## config.mk

```make
export PLATFORM = sky130hd
export DESIGN_NAME = hwmes_top
export DESIGN_NICKNAME = d
export VERILOG_FILES = /design/src/verilog/hwmes_pkg.sv /design/src/verilog/hwmes_top.sv
export SDC_FILE = /design/constraint.sdc
export NUM_CORES = 1
export LEC_CHECK = 0
export BUFFER_PORTS_ARGS = -buffer_cell sky130_fd_sc_hd__buf_2
export CAP_MARGIN = 20
export CORE_AREA = 2 2 137 139
export DETAILED_ROUTE_END_ITERATION = 12
export DIE_AREA = 0 0 139 141
export HOLD_SLACK_MARGIN = 0.06
export PLACE_DENSITY = 0.81
export REMOVE_ABC_BUFFERS = 1
export SYNTH_ARGS = -nofsm -noshare
export SYNTH_HDL_FRONTEND = slang
export SYNTH_SLANG_ARGS = --single-unit
```

## constraint.sdc

```tcl
create_clock -name SYS_CLK_I -period 4.2 [get_ports SYS_CLK_I]
set_input_delay 0.84 -clock SYS_CLK_I [delete_from_list [all_inputs] [get_ports SYS_CLK_I]]
set_output_delay 0.84 -clock SYS_CLK_I [all_outputs]
set_load 0.05 [all_outputs]
```

## src/verilog/hwmes_pkg.sv

```systemverilog
`default_nettype none
package hwmes_pkg;
   // Register offsets
   localparam logic [7:0] CFG_ADDR = 8'h40;
   localparam logic [7:0] STS1_ADDR = 8'h41;
   localparam logic [7:0] STS2_ADDR = 8'h42;
   localparam logic [7:0] VOLT_EN_ADDR = 8'h7e;
   localparam logic [7:0] FAN_EN_ADDR = 8'h80;
   localparam logic [7:0] TEMP_EN_ADDR = 8'h82;
   localparam logic [7:0] PASS1_ADDR = 8'h8a;
   localparam logic [7:0] PASS2_ADDR = 8'h8b;

   // Reset values
   localparam logic [7:0] REG_RST = 8'h00;
   localparam logic [15:0] FLAG_RST = 16'h0000;

   // Field positions
   localparam int START_BIT = 0;
   localparam int SUMMARY_BIT = 7;
   localparam int R1_TEMP_BIT = 4;
   localparam int INT_TEMP_BIT = 5;
   localparam int R2_TEMP_BIT = 6;
   localparam int V12_BIT = 8;
   localparam int FAN1_BIT = 10;
   localparam int R1_FAULT_BIT = 14;
   localparam int R2_FAULT_BIT = 15;

   // Implemented flag bits of {second, first} status registers
   localparam logic [15:0] FLAG_IMPL = 16'hdd7f;

   // Limit channel indices and widths
   localparam int N_LIM = 8;
   localparam int N_FAN = 3;
   localparam int RD_W = 8;
   localparam int TACH_W = 16;
   localparam int CH_R1 = 4;
   localparam int CH_R2 = 6;
   localparam int CH_12V = 7;

   // Reading loaded into a faulted remote diode channel
   localparam logic [7:0] FAULT_READING = 8'h80;
endpackage : hwmes_pkg
`default_nettype wire

```

## src/verilog/hwmes_top.sv

```systemverilog
// What this block does
// - First status bit 7 is high while any second-status flag is set.
// - Bit 7 of the first status register ignores software writes.
// - Main power good rising clears both status registers.
// - Voltage flags set when reading at or below low, or above high.
// - Temperature flags set when reading at or below low, or above high.
// - Set flags stay set until written one, enable cleared or main power good rises.
// - Writing one clears a flag only once its condition is gone.
// - Fan flag sets when tach count exceeds its programmed minimum.
// - Writing one clears a fan flag only once the fan is within limit.
// - Diode fault with START forces reading 80h, sets fault and limit flags.
// - Writing one cannot clear diode fault flags while the fault persists.
// - Enables act only with START one; no events without START or enable.
// - With START one, clearing an enable clears its set flag.
// - With START zero, flag kept; later START with enable zero clears it.
// - Toggling START with enable one leaves the flag alone.
// - Group and global enables never alter status flags.
// - Temperature enables live in the register at offset 82h.
// - With START zero no monitoring and no flags set.
`timescale 1ns/10ps
`default_nettype none
module hwmes_top
   import hwmes_pkg::*;
(
   // Clock and reset
   input wire logic SYS_CLK_I,
   input wire logic RESET_N_I,
   // Register port
   input wire logic [7:0] ADDR_I,
   input wire logic [7:0] WR_DATA_I,
   input wire logic WR_STB_I,
   input wire logic RD_STB_I,
   output logic [7:0] RD_DATA_O,
   // Monitor inputs
   input wire logic MAIN_POWER_GOOD_I,
   input wire logic [N_LIM*RD_W-1:0] LIM_READING_I,
   input wire logic [N_LIM*RD_W-1:0] LIM_LOW_I,
   input wire logic [N_LIM*RD_W-1:0] LIM_HIGH_I,
   input wire logic [N_LIM-1:0] LIM_NEW_I,
   input wire logic [N_FAN*TACH_W-1:0] TACH_COUNT_I,
   input wire logic [N_FAN*TACH_W-1:0] TACH_MIN_I,
   input wire logic [N_FAN-1:0] TACH_NEW_I,
   input wire logic [1:0] DIODE_FAULT_I,
   // Outputs
   output logic [7:0] REMOTE1_READING_O,
   output logic [7:0] REMOTE2_READING_O,
   output logic START_O,
   output logic IRQ_O
);

   // Limit check shared by all reading channels
   function automatic logic lim_viol(input logic [7:0] rd,
                                     input logic [7:0] lo,
                                     input logic [7:0] hi);
      lim_viol = (rd <= lo) || (rd > hi);
   endfunction : lim_viol

   logic [15:0] flag_r, flag_nxt;
   logic start_r, pg_q_r;
   logic [7:0] volt_en_r, fan_en_r, temp_en_r, pass1_r, pass2_r;
   logic [N_LIM-1:0] lim_cond_r, lim_evt, lim_viol_w;
   logic [N_FAN-1:0] fan_cond_r, fan_evt, fan_viol_w;
   logic [7:0] rd_data_r, rd_mux;
   logic [7:0] r1_rd_r, r2_rd_r;
   logic irq_r;
   logic [15:0] en_w, evt_w, cond_w, w1c_w, set_w;
   logic [N_LIM*RD_W-1:0] rd_eff;
   logic [1:0] fault_on;

   // Bus decode
   wire wr_cfg = WR_STB_I && (ADDR_I == CFG_ADDR);
   wire wr_sts1 = WR_STB_I && (ADDR_I == STS1_ADDR);
   wire wr_sts2 = WR_STB_I && (ADDR_I == STS2_ADDR);
   wire wr_ven = WR_STB_I && (ADDR_I == VOLT_EN_ADDR);
   wire wr_fen = WR_STB_I && (ADDR_I == FAN_EN_ADDR);
   wire wr_ten = WR_STB_I && (ADDR_I == TEMP_EN_ADDR);
   wire wr_p1 = WR_STB_I && (ADDR_I == PASS1_ADDR);
   wire wr_p2 = WR_STB_I && (ADDR_I == PASS2_ADDR);
   wire pg_rise = MAIN_POWER_GOOD_I && !pg_q_r;
   wire summary = |flag_r[15:8];

   // Faults only force readings and set flags while monitoring runs
   assign fault_on = DIODE_FAULT_I & {2{start_r}};

   // Reading channel comparators
   genvar c;
   generate
      for (c = 0; c < N_LIM; c = c + 1) begin : g_lim
         wire force_c = (c == CH_R1) ? fault_on[0] :
                        (c == CH_R2) ? fault_on[1] : 1'b0;
         assign rd_eff[c*RD_W +: RD_W] = force_c ? FAULT_READING :
                                         LIM_READING_I[c*RD_W +: RD_W];
         assign lim_viol_w[c] = lim_viol(rd_eff[c*RD_W +: RD_W],
                                         LIM_LOW_I[c*RD_W +: RD_W],
                                         LIM_HIGH_I[c*RD_W +: RD_W]);
         assign lim_evt[c] = LIM_NEW_I[c] && lim_viol_w[c];
      end
   endgenerate

   // Fan tach comparators
   genvar f;
   generate
      for (f = 0; f < N_FAN; f = f + 1) begin : g_fan
         assign fan_viol_w[f] = TACH_COUNT_I[f*TACH_W +: TACH_W] >
                                TACH_MIN_I[f*TACH_W +: TACH_W];
         assign fan_evt[f] = TACH_NEW_I[f] && fan_viol_w[f];
      end
   endgenerate

   // Individual enables per flag bit, temperatures from offset 82h
   assign en_w = {temp_en_r[R2_TEMP_BIT], temp_en_r[R1_TEMP_BIT], 1'b0,
                  fan_en_r[4:2], 1'b0, volt_en_r[4],
                  1'b0, temp_en_r[6:4], volt_en_r[3:0]};

   // Set events per flag bit
   assign evt_w = {fault_on[1], fault_on[0], 1'b0, fan_evt, 1'b0,
                   lim_evt[CH_12V], 1'b0,
                   lim_evt[CH_R2] | fault_on[1], lim_evt[5],
                   lim_evt[CH_R1] | fault_on[0], lim_evt[3:0]};

   // Conditions still active, blocking a write-one clear
   assign cond_w = {DIODE_FAULT_I[1], DIODE_FAULT_I[0], 1'b0, fan_cond_r,
                    1'b0, lim_cond_r[CH_12V], 1'b0,
                    lim_cond_r[CH_R2] | DIODE_FAULT_I[1], lim_cond_r[5],
                    lim_cond_r[CH_R1] | DIODE_FAULT_I[0],
                    lim_cond_r[3:0]};

   // Write-one requests, summary bit excluded
   assign w1c_w = {wr_sts2 ? WR_DATA_I : 8'h00,
                   1'b0, wr_sts1 ? WR_DATA_I[6:0] : 7'h00};
   assign set_w = evt_w & en_w & {16{start_r}};

   // Next value of each flag
   genvar b;
   generate
      for (b = 0; b < 16; b = b + 1) begin : g_flag
         always_comb begin
            if (!FLAG_IMPL[b]) begin
               flag_nxt[b] = 1'b0;
            end else if (pg_rise) begin
               flag_nxt[b] = 1'b0;
            end else if (set_w[b]) begin
               flag_nxt[b] = 1'b1;
            end else if (start_r && !en_w[b]) begin
               flag_nxt[b] = 1'b0;
            end else if (w1c_w[b] && !cond_w[b]) begin
               flag_nxt[b] = 1'b0;
            end else begin
               flag_nxt[b] = flag_r[b];
            end
         end
      end
   endgenerate

   // Read selection
   always_comb begin
      if (ADDR_I == CFG_ADDR) begin
         rd_mux = {7'h00, start_r};
      end else if (ADDR_I == STS1_ADDR) begin
         rd_mux = {summary, flag_r[6:0]};
      end else if (ADDR_I == STS2_ADDR) begin
         rd_mux = flag_r[15:8];
      end else if (ADDR_I == VOLT_EN_ADDR) begin
         rd_mux = volt_en_r;
      end else if (ADDR_I == FAN_EN_ADDR) begin
         rd_mux = fan_en_r;
      end else if (ADDR_I == TEMP_EN_ADDR) begin
         rd_mux = temp_en_r;
      end else if (ADDR_I == PASS1_ADDR) begin
         rd_mux = pass1_r;
      end else if (ADDR_I == PASS2_ADDR) begin
         rd_mux = pass2_r;
      end else begin
         rd_mux = REG_RST;
      end
   end

   // Status flags and power good edge
   always_ff @(posedge SYS_CLK_I or negedge RESET_N_I) begin
      if (!RESET_N_I) begin
         flag_r <= FLAG_RST;
         pg_q_r <= 1'b0;
      end else begin
         flag_r <= flag_nxt;
         pg_q_r <= MAIN_POWER_GOOD_I;
      end
   end

   // Software control registers
   always_ff @(posedge SYS_CLK_I or negedge RESET_N_I) begin
      if (!RESET_N_I) begin
         start_r <= 1'b0;
         volt_en_r <= REG_RST;
         fan_en_r <= REG_RST;
         temp_en_r <= REG_RST;
         pass1_r <= REG_RST;
         pass2_r <= REG_RST;
      end else begin
         if (wr_cfg) start_r <= WR_DATA_I[START_BIT];
         if (wr_ven) volt_en_r <= WR_DATA_I;
         if (wr_fen) fan_en_r <= WR_DATA_I;
         if (wr_ten) temp_en_r <= WR_DATA_I;
         if (wr_p1) pass1_r <= WR_DATA_I;
         if (wr_p2) pass2_r <= WR_DATA_I;
      end
   end

   // Last comparison result per channel, kept between readings
   always_ff @(posedge SYS_CLK_I or negedge RESET_N_I) begin
      if (!RESET_N_I) begin
         lim_cond_r <= '0;
         fan_cond_r <= '0;
      end else begin
         lim_cond_r <= (LIM_NEW_I & lim_viol_w) |
                       (~LIM_NEW_I & lim_cond_r);
         fan_cond_r <= (TACH_NEW_I & fan_viol_w) |
                       (~TACH_NEW_I & fan_cond_r);
      end
   end

   // Remote diode reading registers, forced on fault
   always_ff @(posedge SYS_CLK_I or negedge RESET_N_I) begin
      if (!RESET_N_I) begin
         r1_rd_r <= REG_RST;
         r2_rd_r <= REG_RST;
      end else begin
         if (LIM_NEW_I[CH_R1] || fault_on[0]) begin
            r1_rd_r <= rd_eff[CH_R1*RD_W +: RD_W];
         end
         if (LIM_NEW_I[CH_R2] || fault_on[1]) begin
            r2_rd_r <= rd_eff[CH_R2*RD_W +: RD_W];
         end
      end
   end

   // Read data and interrupt output
   always_ff @(posedge SYS_CLK_I or negedge RESET_N_I) begin
      if (!RESET_N_I) begin
         rd_data_r <= REG_RST;
         irq_r <= 1'b0;
      end else begin
         rd_data_r <= RD_STB_I ? rd_mux : REG_RST;
         irq_r <= |(flag_nxt & {pass2_r, 1'b0, pass1_r[6:0]});
      end
   end

   assign RD_DATA_O = rd_data_r;
   assign REMOTE1_READING_O = r1_rd_r;
   assign REMOTE2_READING_O = r2_rd_r;
   assign START_O = start_r;
   assign IRQ_O = irq_r;

   // Flags allowed to survive this cycle
   wire [15:0] keep_m = start_r ? en_w : 16'hffff;

   // Flag groups that the checks follow one cycle later
   wire [15:0] guard_w = flag_r & cond_w & keep_m;
   wire [15:0] hold_w = flag_r & keep_m & ~w1c_w;
   wire [15:0] en_flag_w = flag_r & en_w;

   // Raw limit checks on the 2.5V and internal channels
   wire volt0_bad = (LIM_READING_I[RD_W-1:0] <= LIM_LOW_I[RD_W-1:0]) ||
                    (LIM_READING_I[RD_W-1:0] > LIM_HIGH_I[RD_W-1:0]);
   wire int_bad =
      (LIM_READING_I[INT_TEMP_BIT*RD_W +: RD_W] <=
       LIM_LOW_I[INT_TEMP_BIT*RD_W +: RD_W]) ||
      (LIM_READING_I[INT_TEMP_BIT*RD_W +: RD_W] >
       LIM_HIGH_I[INT_TEMP_BIT*RD_W +: RD_W]);

   // Checks
   chk_summary_read: assert property (@(posedge SYS_CLK_I)
      disable iff (!RESET_N_I)
      (RD_STB_I && ADDR_I == STS1_ADDR) |=>
         RD_DATA_O[SUMMARY_BIT] == $past(summary))
      else $error("summary bit does not follow second register");

   chk_summary_ro: assert property (@(posedge SYS_CLK_I)
      disable iff (!RESET_N_I)
      (wr_sts1 && !pg_rise && set_w[15:8] == 8'h00) |=>
         flag_r[15:8] == ($past(flag_r[15:8]) & $past(keep_m[15:8])))
      else $error("first register write disturbed second register");

   chk_pg_clear: assert property (@(posedge SYS_CLK_I)
      disable iff (!RESET_N_I)
      pg_rise |=> flag_r == FLAG_RST)
      else $error("power good rise did not clear flags");

   chk_no_set_idle: assert property (@(posedge SYS_CLK_I)
      disable iff (!RESET_N_I)
      !start_r |=> (flag_r & ~$past(flag_r)) == 16'h0000)
      else $error("flag set while monitoring stopped");

   chk_idle_hold: assert property (@(posedge SYS_CLK_I)
      disable iff (!RESET_N_I)
      (!start_r && !pg_rise && !wr_sts1 && !wr_sts2) |=>
         flag_r == $past(flag_r))
      else $error("flag changed while stopped without write");

   chk_en_clear: assert property (@(posedge SYS_CLK_I)
      disable iff (!RESET_N_I)
      start_r |=> (flag_r & ~$past(en_w)) == 16'h0000)
      else $error("disabled flag not cleared");

   chk_w1c_active: assert property (@(posedge SYS_CLK_I)
      disable iff (!RESET_N_I)
      ((wr_sts1 || wr_sts2) && !pg_rise) |=>
         ($past(guard_w) & ~flag_r) == 16'h0000)
      else $error("active flag cleared by write");

   chk_fan_set: assert property (@(posedge SYS_CLK_I)
      disable iff (!RESET_N_I)
      (start_r && fan_en_r[2] && fan_evt[0] && !pg_rise) |=>
         flag_r[FAN1_BIT] ##1 (flag_r[FAN1_BIT] || $past(pg_rise) ||
         !$past(fan_en_r[2]) || $past(w1c_w[FAN1_BIT])))
      else $error("fan flag not set");

   chk_fault_reading: assert property (@(posedge SYS_CLK_I)
      disable iff (!RESET_N_I)
      (start_r && DIODE_FAULT_I[0]) |=>
         REMOTE1_READING_O == FAULT_READING)
      else $error("faulted diode reading not forced");

   chk_volt_set: assert property (@(posedge SYS_CLK_I)
      disable iff (!RESET_N_I)
      (start_r && volt_en_r[0] && LIM_NEW_I[0] && volt0_bad && !pg_rise)
         |=> flag_r[0])
      else $error("voltage flag not set on limit violation");

   chk_temp_set: assert property (@(posedge SYS_CLK_I)
      disable iff (!RESET_N_I)
      (start_r && temp_en_r[INT_TEMP_BIT] && LIM_NEW_I[INT_TEMP_BIT] &&
       int_bad && !pg_rise) |=> flag_r[INT_TEMP_BIT])
      else $error("temperature flag not set on limit violation");

   chk_sticky_hold: assert property (@(posedge SYS_CLK_I)
      disable iff (!RESET_N_I)
      !pg_rise |=> ($past(hold_w) & ~flag_r) == 16'h0000)
      else $error("flag dropped without clear");

   chk_fault_hold: assert property (@(posedge SYS_CLK_I)
      disable iff (!RESET_N_I)
      (DIODE_FAULT_I[0] && flag_r[R1_FAULT_BIT] &&
       keep_m[R1_FAULT_BIT] && !pg_rise) |=> flag_r[R1_FAULT_BIT])
      else $error("diode fault flag cleared while fault persists");

   chk_fault_flags: assert property (@(posedge SYS_CLK_I)
      disable iff (!RESET_N_I)
      (start_r && DIODE_FAULT_I[1] && temp_en_r[R2_TEMP_BIT] && !pg_rise)
         |=> (flag_r[R2_FAULT_BIT] && flag_r[R2_TEMP_BIT]))
      else $error("diode fault did not set both flags");

   chk_fan_clear: assert property (@(posedge SYS_CLK_I)
      disable iff (!RESET_N_I)
      (wr_sts2 && WR_DATA_I[FAN1_BIT-RD_W] && !fan_cond_r[0] &&
       !fan_evt[0] && !pg_rise) |=> !flag_r[FAN1_BIT])
      else $error("fan flag not cleared by write");

   chk_start_keep: assert property (@(posedge SYS_CLK_I)
      disable iff (!RESET_N_I)
      ($rose(start_r) && !pg_rise && !wr_sts1 && !wr_sts2) |=>
         ($past(en_flag_w) & ~flag_r) == 16'h0000)
      else $error("enabled flag changed by start");

   chk_set_wins: assert property (@(posedge SYS_CLK_I)
      disable iff (!RESET_N_I)
      (start_r && volt_en_r[0] && LIM_NEW_I[0] && volt0_bad &&
       wr_sts1 && WR_DATA_I[0] && !pg_rise) |=> flag_r[0])
      else $error("write clear beat a new violation");

   cov_volt_set: cover property (@(posedge SYS_CLK_I)
      disable iff (!RESET_N_I) !flag_r[0] ##1 flag_r[0]);
   cov_w1c_clear: cover property (@(posedge SYS_CLK_I)
      disable iff (!RESET_N_I) (wr_sts2 && flag_r[FAN1_BIT]) ##1
      !flag_r[FAN1_BIT]);
   cov_fault: cover property (@(posedge SYS_CLK_I)
      disable iff (!RESET_N_I) flag_r[R2_FAULT_BIT] && flag_r[R2_TEMP_BIT]);
   cov_irq: cover property (@(posedge SYS_CLK_I)
      disable iff (!RESET_N_I) $rose(IRQ_O));

endmodule : hwmes_top
`default_nettype wire

```

; ---- Word-level counts from Yosys, hierarchy flattened
; Cells that the tools add are included.
[totals]
in_bits = 322
register_bits = 91
output_inout_bits = 26
word_cells = 203
[op_classes]
bitwise_logic = 16
eq_ne = 8
n_lt_le_gt_ge = 19
n_reduce_logical = 81
muxes = 65
[op_table]
columns = op, count
row1 = $mux W8, 12
row2 = $gt A8 B8 Y1, 8
row3 = $le A8 B8 Y1, 8
row4 = $mux W1, 52
row5 = $and A16 B16 Y16, 3
row6 = $gt A16 B16 Y1, 3
row7 = $logic_and A1 B1 Y1, 44
row8 = $eq A8 B7 Y1 const B, 4
row9 = $eq A8 B8 Y1 const B, 4
row10 = $logic_not A1 Y1, 25
row11 = $and A8 B8 Y8, 2
row12 = $reduce_or A16 Y1, 1
row13 = $logic_or A1 B1 Y1, 10
row14 = $not A8 Y8, 1
row15 = $or A8 B8 Y8, 1
row16 = $mux W7, 1
row17 = $and A3 B3 Y3, 2
row18 = $reduce_or A6 Y1, 1
row19 = $or A1 B1 Y1, 4
row20 = $not A3 Y3, 1
row21 = $or A3 B3 Y3, 1
row22 = $and A2 B2 Y2, 1

; ---- Longest topological paths before layout
[depth]
depth_word = 12
depth_mapped = 11
depth_no_buf = 11

; ---- Least setup slack after synthesis
; OpenSTA, ideal clock, no wires.
[synth_path]
path_kind = input to register
start = input port DIODE_FAULT_I[1]
end = register irq_r, in the netlist IRQ_O
path_stages = 10
required_ns = 4.059
path_buffers = 0
setup_slack_ns = 1.368
setup_ns = 0.141
arrival_time_ns = 2.691
cell_sequence = nand2_1 -> and2_1 -> ha_1 -> and3_1 -> nand4_1 -> or2_2 -> a21oi_1 -> nand2_1 -> a2111oi_2 -> nand4b_1
[synth_between]
elab_chain_cells = 12
elab_cells_between_ends = 24
cone_classes = order compare: 2 / mux: 9 / bitwise: 6 / reduce/logical: 7
[synth_lines]
columns = element, line_no
row1 = "start, declared", hwmes_top.sv:43  ; input wire logic [1:0] DIODE_FAULT_I,
row2 = $and A2 B2 Y2 *, hwmes_top.sv:83  ; assign fault_on = DIODE_FAULT_I & {2{start_r}};
row3 = $mux W8 *, hwmes_top.sv:91  ; assign rd_eff[c*RD_W +: RD_W] = force_c ? FAULT_READING :
row4 = via rd_eff[54], hwmes_top.sv:67  ; logic [N_LIM*RD_W-1:0] rd_eff;
row5 = $le A8 B8 Y1 / $gt A8 B8 Y1 (equally long branches), hwmes_top.sv:55  ; lim_viol = (rd <= lo) || (rd > hi);
row6 = $logic_or A1 B1 Y1 *, hwmes_top.sv:55
row7 = $logic_and A1 B1 Y1 *, hwmes_top.sv:96  ; assign lim_evt[c] = LIM_NEW_I[c] && lim_viol_w[c];
row8 = $or A1 B1 Y1 *, hwmes_top.sv:118  ; lim_evt[CH_R2] | fault_on[1], lim_evt[5],
row9 = $and A16 B16 Y16 * (2 in a row), hwmes_top.sv:131  ; assign set_w = evt_w & en_w & {16{start_r}};
row10 = $mux W1 *, hwmes_top.sv:142  ; end else if (set_w[b]) begin
row11 = $mux W1 *, hwmes_top.sv:140  ; end else if (pg_rise) begin
row12 = $and A16 B16 Y16 *, hwmes_top.sv:243  ; irq_r <= |(flag_nxt & {pass2_r, 1'b0, pass1_r[6:0]});
row13 = $reduce_or A16 Y1 *, hwmes_top.sv:243
row14 = "end signal, assigned", hwmes_top.sv:243
row15 = "end, declared", hwmes_top.sv:65  ; logic irq_r;
; The timed path passes the listed nets; every way through them passes the cells marked *.
; A chain may end at the register's enable or synchronous reset.

; ---- Worst setup path in the final report
[layout_path]
start = register start_r, in the netlist START_O
end = register irq_r, in the netlist IRQ_O
[layout_between]
elab_chain_cells = 12
elab_cells_between_ends = 67
cone_classes = order compare: 4 / mux: 41 / bitwise: 6 / reduce/logical: 16
[layout_lines]
columns = element, line_no
row1 = "start, declared", hwmes_top.sv:59  ; logic start_r, pg_q_r;
row2 = "start signal, assigned", hwmes_top.sv:199  ; if (wr_cfg) start_r <= WR_DATA_I[START_BIT];
row3 = $and A2 B2 Y2 *, hwmes_top.sv:83
row4 = $mux W8 *, hwmes_top.sv:91
row5 = via rd_eff[54], hwmes_top.sv:67
row6 = $le A8 B8 Y1 / $gt A8 B8 Y1 (equally long branches), hwmes_top.sv:55
row7 = $logic_or A1 B1 Y1 *, hwmes_top.sv:55
row8 = $logic_and A1 B1 Y1 *, hwmes_top.sv:96
row9 = $or A1 B1 Y1 *, hwmes_top.sv:118
row10 = $and A16 B16 Y16 * (2 in a row), hwmes_top.sv:131
row11 = $mux W1 *, hwmes_top.sv:142
row12 = $mux W1 *, hwmes_top.sv:140
row13 = $and A16 B16 Y16 *, hwmes_top.sv:243
row14 = $reduce_or A16 Y1 *, hwmes_top.sv:243
; Marks and branches as above.

==> results.tsv <==
metric	value	unit
synth_top_area_cell	dfrtp_1	
worstSetupStartpointType	flip-flop	
status	completed	
required	4.40	ns
cp_common_cell	nand2_1	
fin_crit_sh	77.0	%
global_route.usage.met3	4.59	%
die_w	139	um
tns	0	ns
cp_top_family	simple AND/OR/NAND/NOR gates	
critPathSlowestCell	dfrtp_1	
wire_per_inst	16.1	um
worstPathMaxFanout	16	
path_buf_inv	0	
synth_most_common_cell	inv_1	
maxCapViolCount	0	
rsz0062_at_grt	false	
insertion_delay	0.35	ns
drive_above_1_share	30.4	%
nFillCells	1599	
syn_area_per_cell	8.57	um^2
grt_max_degree	79	
gp_congestion	0.910	
ant_nets	0	
cts_root_buffer	clkbuf_16	
drt-total-wl	26200	um
core	0.0183	mm^2
fin_skew	0.00608	ns
top_usage_layer	met2	
max_stage_delay	0.70	ns
grt_use_met1	31.3	%
nets	1878	
synth_top_area_share	25.6	%
synthTopCellsByCount	inv_1 (182), ha_1 (166), dfrtp_1 (91)	
drt-initial-drc-count	453	
ys.flop_type	dfrtp_1	
num_vias	8975	
numCtsBuffers	9	
hold_buffers	0	
syn2layout_area_growth	26.0	%
path_cells	nand2_1 > and2_1 > ha_1 > and3_1 > nand4_1 > or2_2 > a21oi_1 > nand2_1 > a2111oi_2 > nand4b_1	
synth_edf_count	0	
power_density	238	mW/mm^2
antenna_found_initial	1	
grt_pass1_wl	42500	um
grt_remaining_overflow	0	
grt_usage	26.2	%
cts_tree	built	
ys_types	72	
hold_path_class	reg -> reg	
hold_viol	0	
critPathKind	reg -> reg	
cts.sinks	91	
crit_arrival	3.44	ns
netlist_area	0.00891	mm^2
ir_drop	0.000186	V
start_util	48.8	%
synth_cells	1040	
cts_resized	0	
fin_crit	3.24	ns
max_freq	309	MHz
finalMaxSlewViolations	0	
ys_ff_latch	91	
crit_path_end_kind	flip-flop	
clockBufferDepth	2	
drc	0	
grt_pass1_vias	9200	
synthTopCellsByArea	dfrtp_1 (26%), ha_1 (23%), inv_1 (7.7%), mux2_2 (5.4%), a21oi_1 (4.4%)	
dr.pass1.iters	5	
vias_per_cell	5.51	
io_pins	348	
dp_hpwl	21700	um
port_buffers	347	
rows	50	
dieArea	0.0196	mm^2
clk_pin_slew_worst_paths	0.06	ns
p_leak	6.33	nW
die_h	141	um
htree_levels	3	
diodes	0	
worst_pin_slew	1.01	ns
hold_slack	0.487	ns
max_slew_margin	32.8	%
post_cts_buffers	0	
yosysSeqAreaShare	25.6	%
synthArstFlopShare	100	%
yosys_warnings	0	
grt_use_met2	47.4	%
setup_viol	0	
[worst paths after layout]
path                                      from                               end  slack [ns]  cells after the start
setup / recovery           START_O$_DFFE_PN0P_                   IRQ_O$_DFF_PN0_        0.96                     10
hold / removal                       flip-flop                         flip-flop        0.49                      1
max in group asynchronous            RESET_N_I            pass2_r[3]$_DFFE_PN0P_        2.74                      2
hold reg to reg                      flip-flop                         flip-flop        0.49                      1
setup reg to reg           START_O$_DFFE_PN0P_                   IRQ_O$_DFF_PN0_        0.96                     10
min in group asynchronous            RESET_N_I  REMOTE2_READING_O[6]$_DFFE_PN0P_        0.64                      1
[metal layers]
| layer | vias up | part of all wire, % |
|---|---|---|
| met2 | 382 | 49 |
| met4 | 2 | 3.0 |
| met3 | 81 | 7.5 |
| met5 | - | 0.050 |
| li1 | 4394 | - |
| met1 | 4116 | 41 |
[logic make-up (layout without fill, tap and decap cells)]
family	Yosys count	count (layout)	share of synthesized area, %
AOI/OAI and AO/OA	234	234	16.7
xor gates and xnor gates	5	5	0.492
adders and majority gates	167	167	23.4
buffers and inverters	197	552	8.58
DFF	91	91	25.6
muxes	77	77	9.26
and+or+nand+nor	269	269	16.0
[placed cells by master (no fill, tap or decap), drive strengths merged, types with 35 or more instances in the layout]
cell type and count:
inv 183, a21oi 78, nand2 66, o21ai 51, mux2 43, buf 354
nand4 35, ha 166, nor2 56, dfrtp 91
[stage by stage]
stage	area (um^2)	power [mW]	worst slack, ns	instances	utilization, %
after CTS	11200	2.69	0.965	1629	61.5
after detailed placement	10900	1.82	0.832	1613	59.7
after floorplan	8830	1.46	1.08	1025	-
after global routing	11200	2.83	0.707	1629	61.5
after global placement	10900	1.78	0.921	1613	59.7
final	11200	2.68	0.964	1629	61.5
[final cells by class]
cell class | count | area (um^2) | area share (%)
clock buffer | 9 | 225 | 2.01
clock inverter | 7 | 91.3 | 0.813
tap | 234 | 293 | 2.61
timing repair buffer | 354 | 1790 | 16.0
sequential | 91 | 2280 | 20.3
inverter | 182 | 683 | 6.08
multi-input combinational | 752 | 5870 | 52.3
[power by group]
part | total (mW) | leakage, nW | switching, mW | internal [mW]
Combinational | 0.826 | 4.99 | 0.461 | 0.365
Sequential | 0.981 | 1.18 | 0.0442 | 0.937
Clock | 0.871 | 0.156 | 0.350 | 0.520
(Power assumes the default switching activity.)
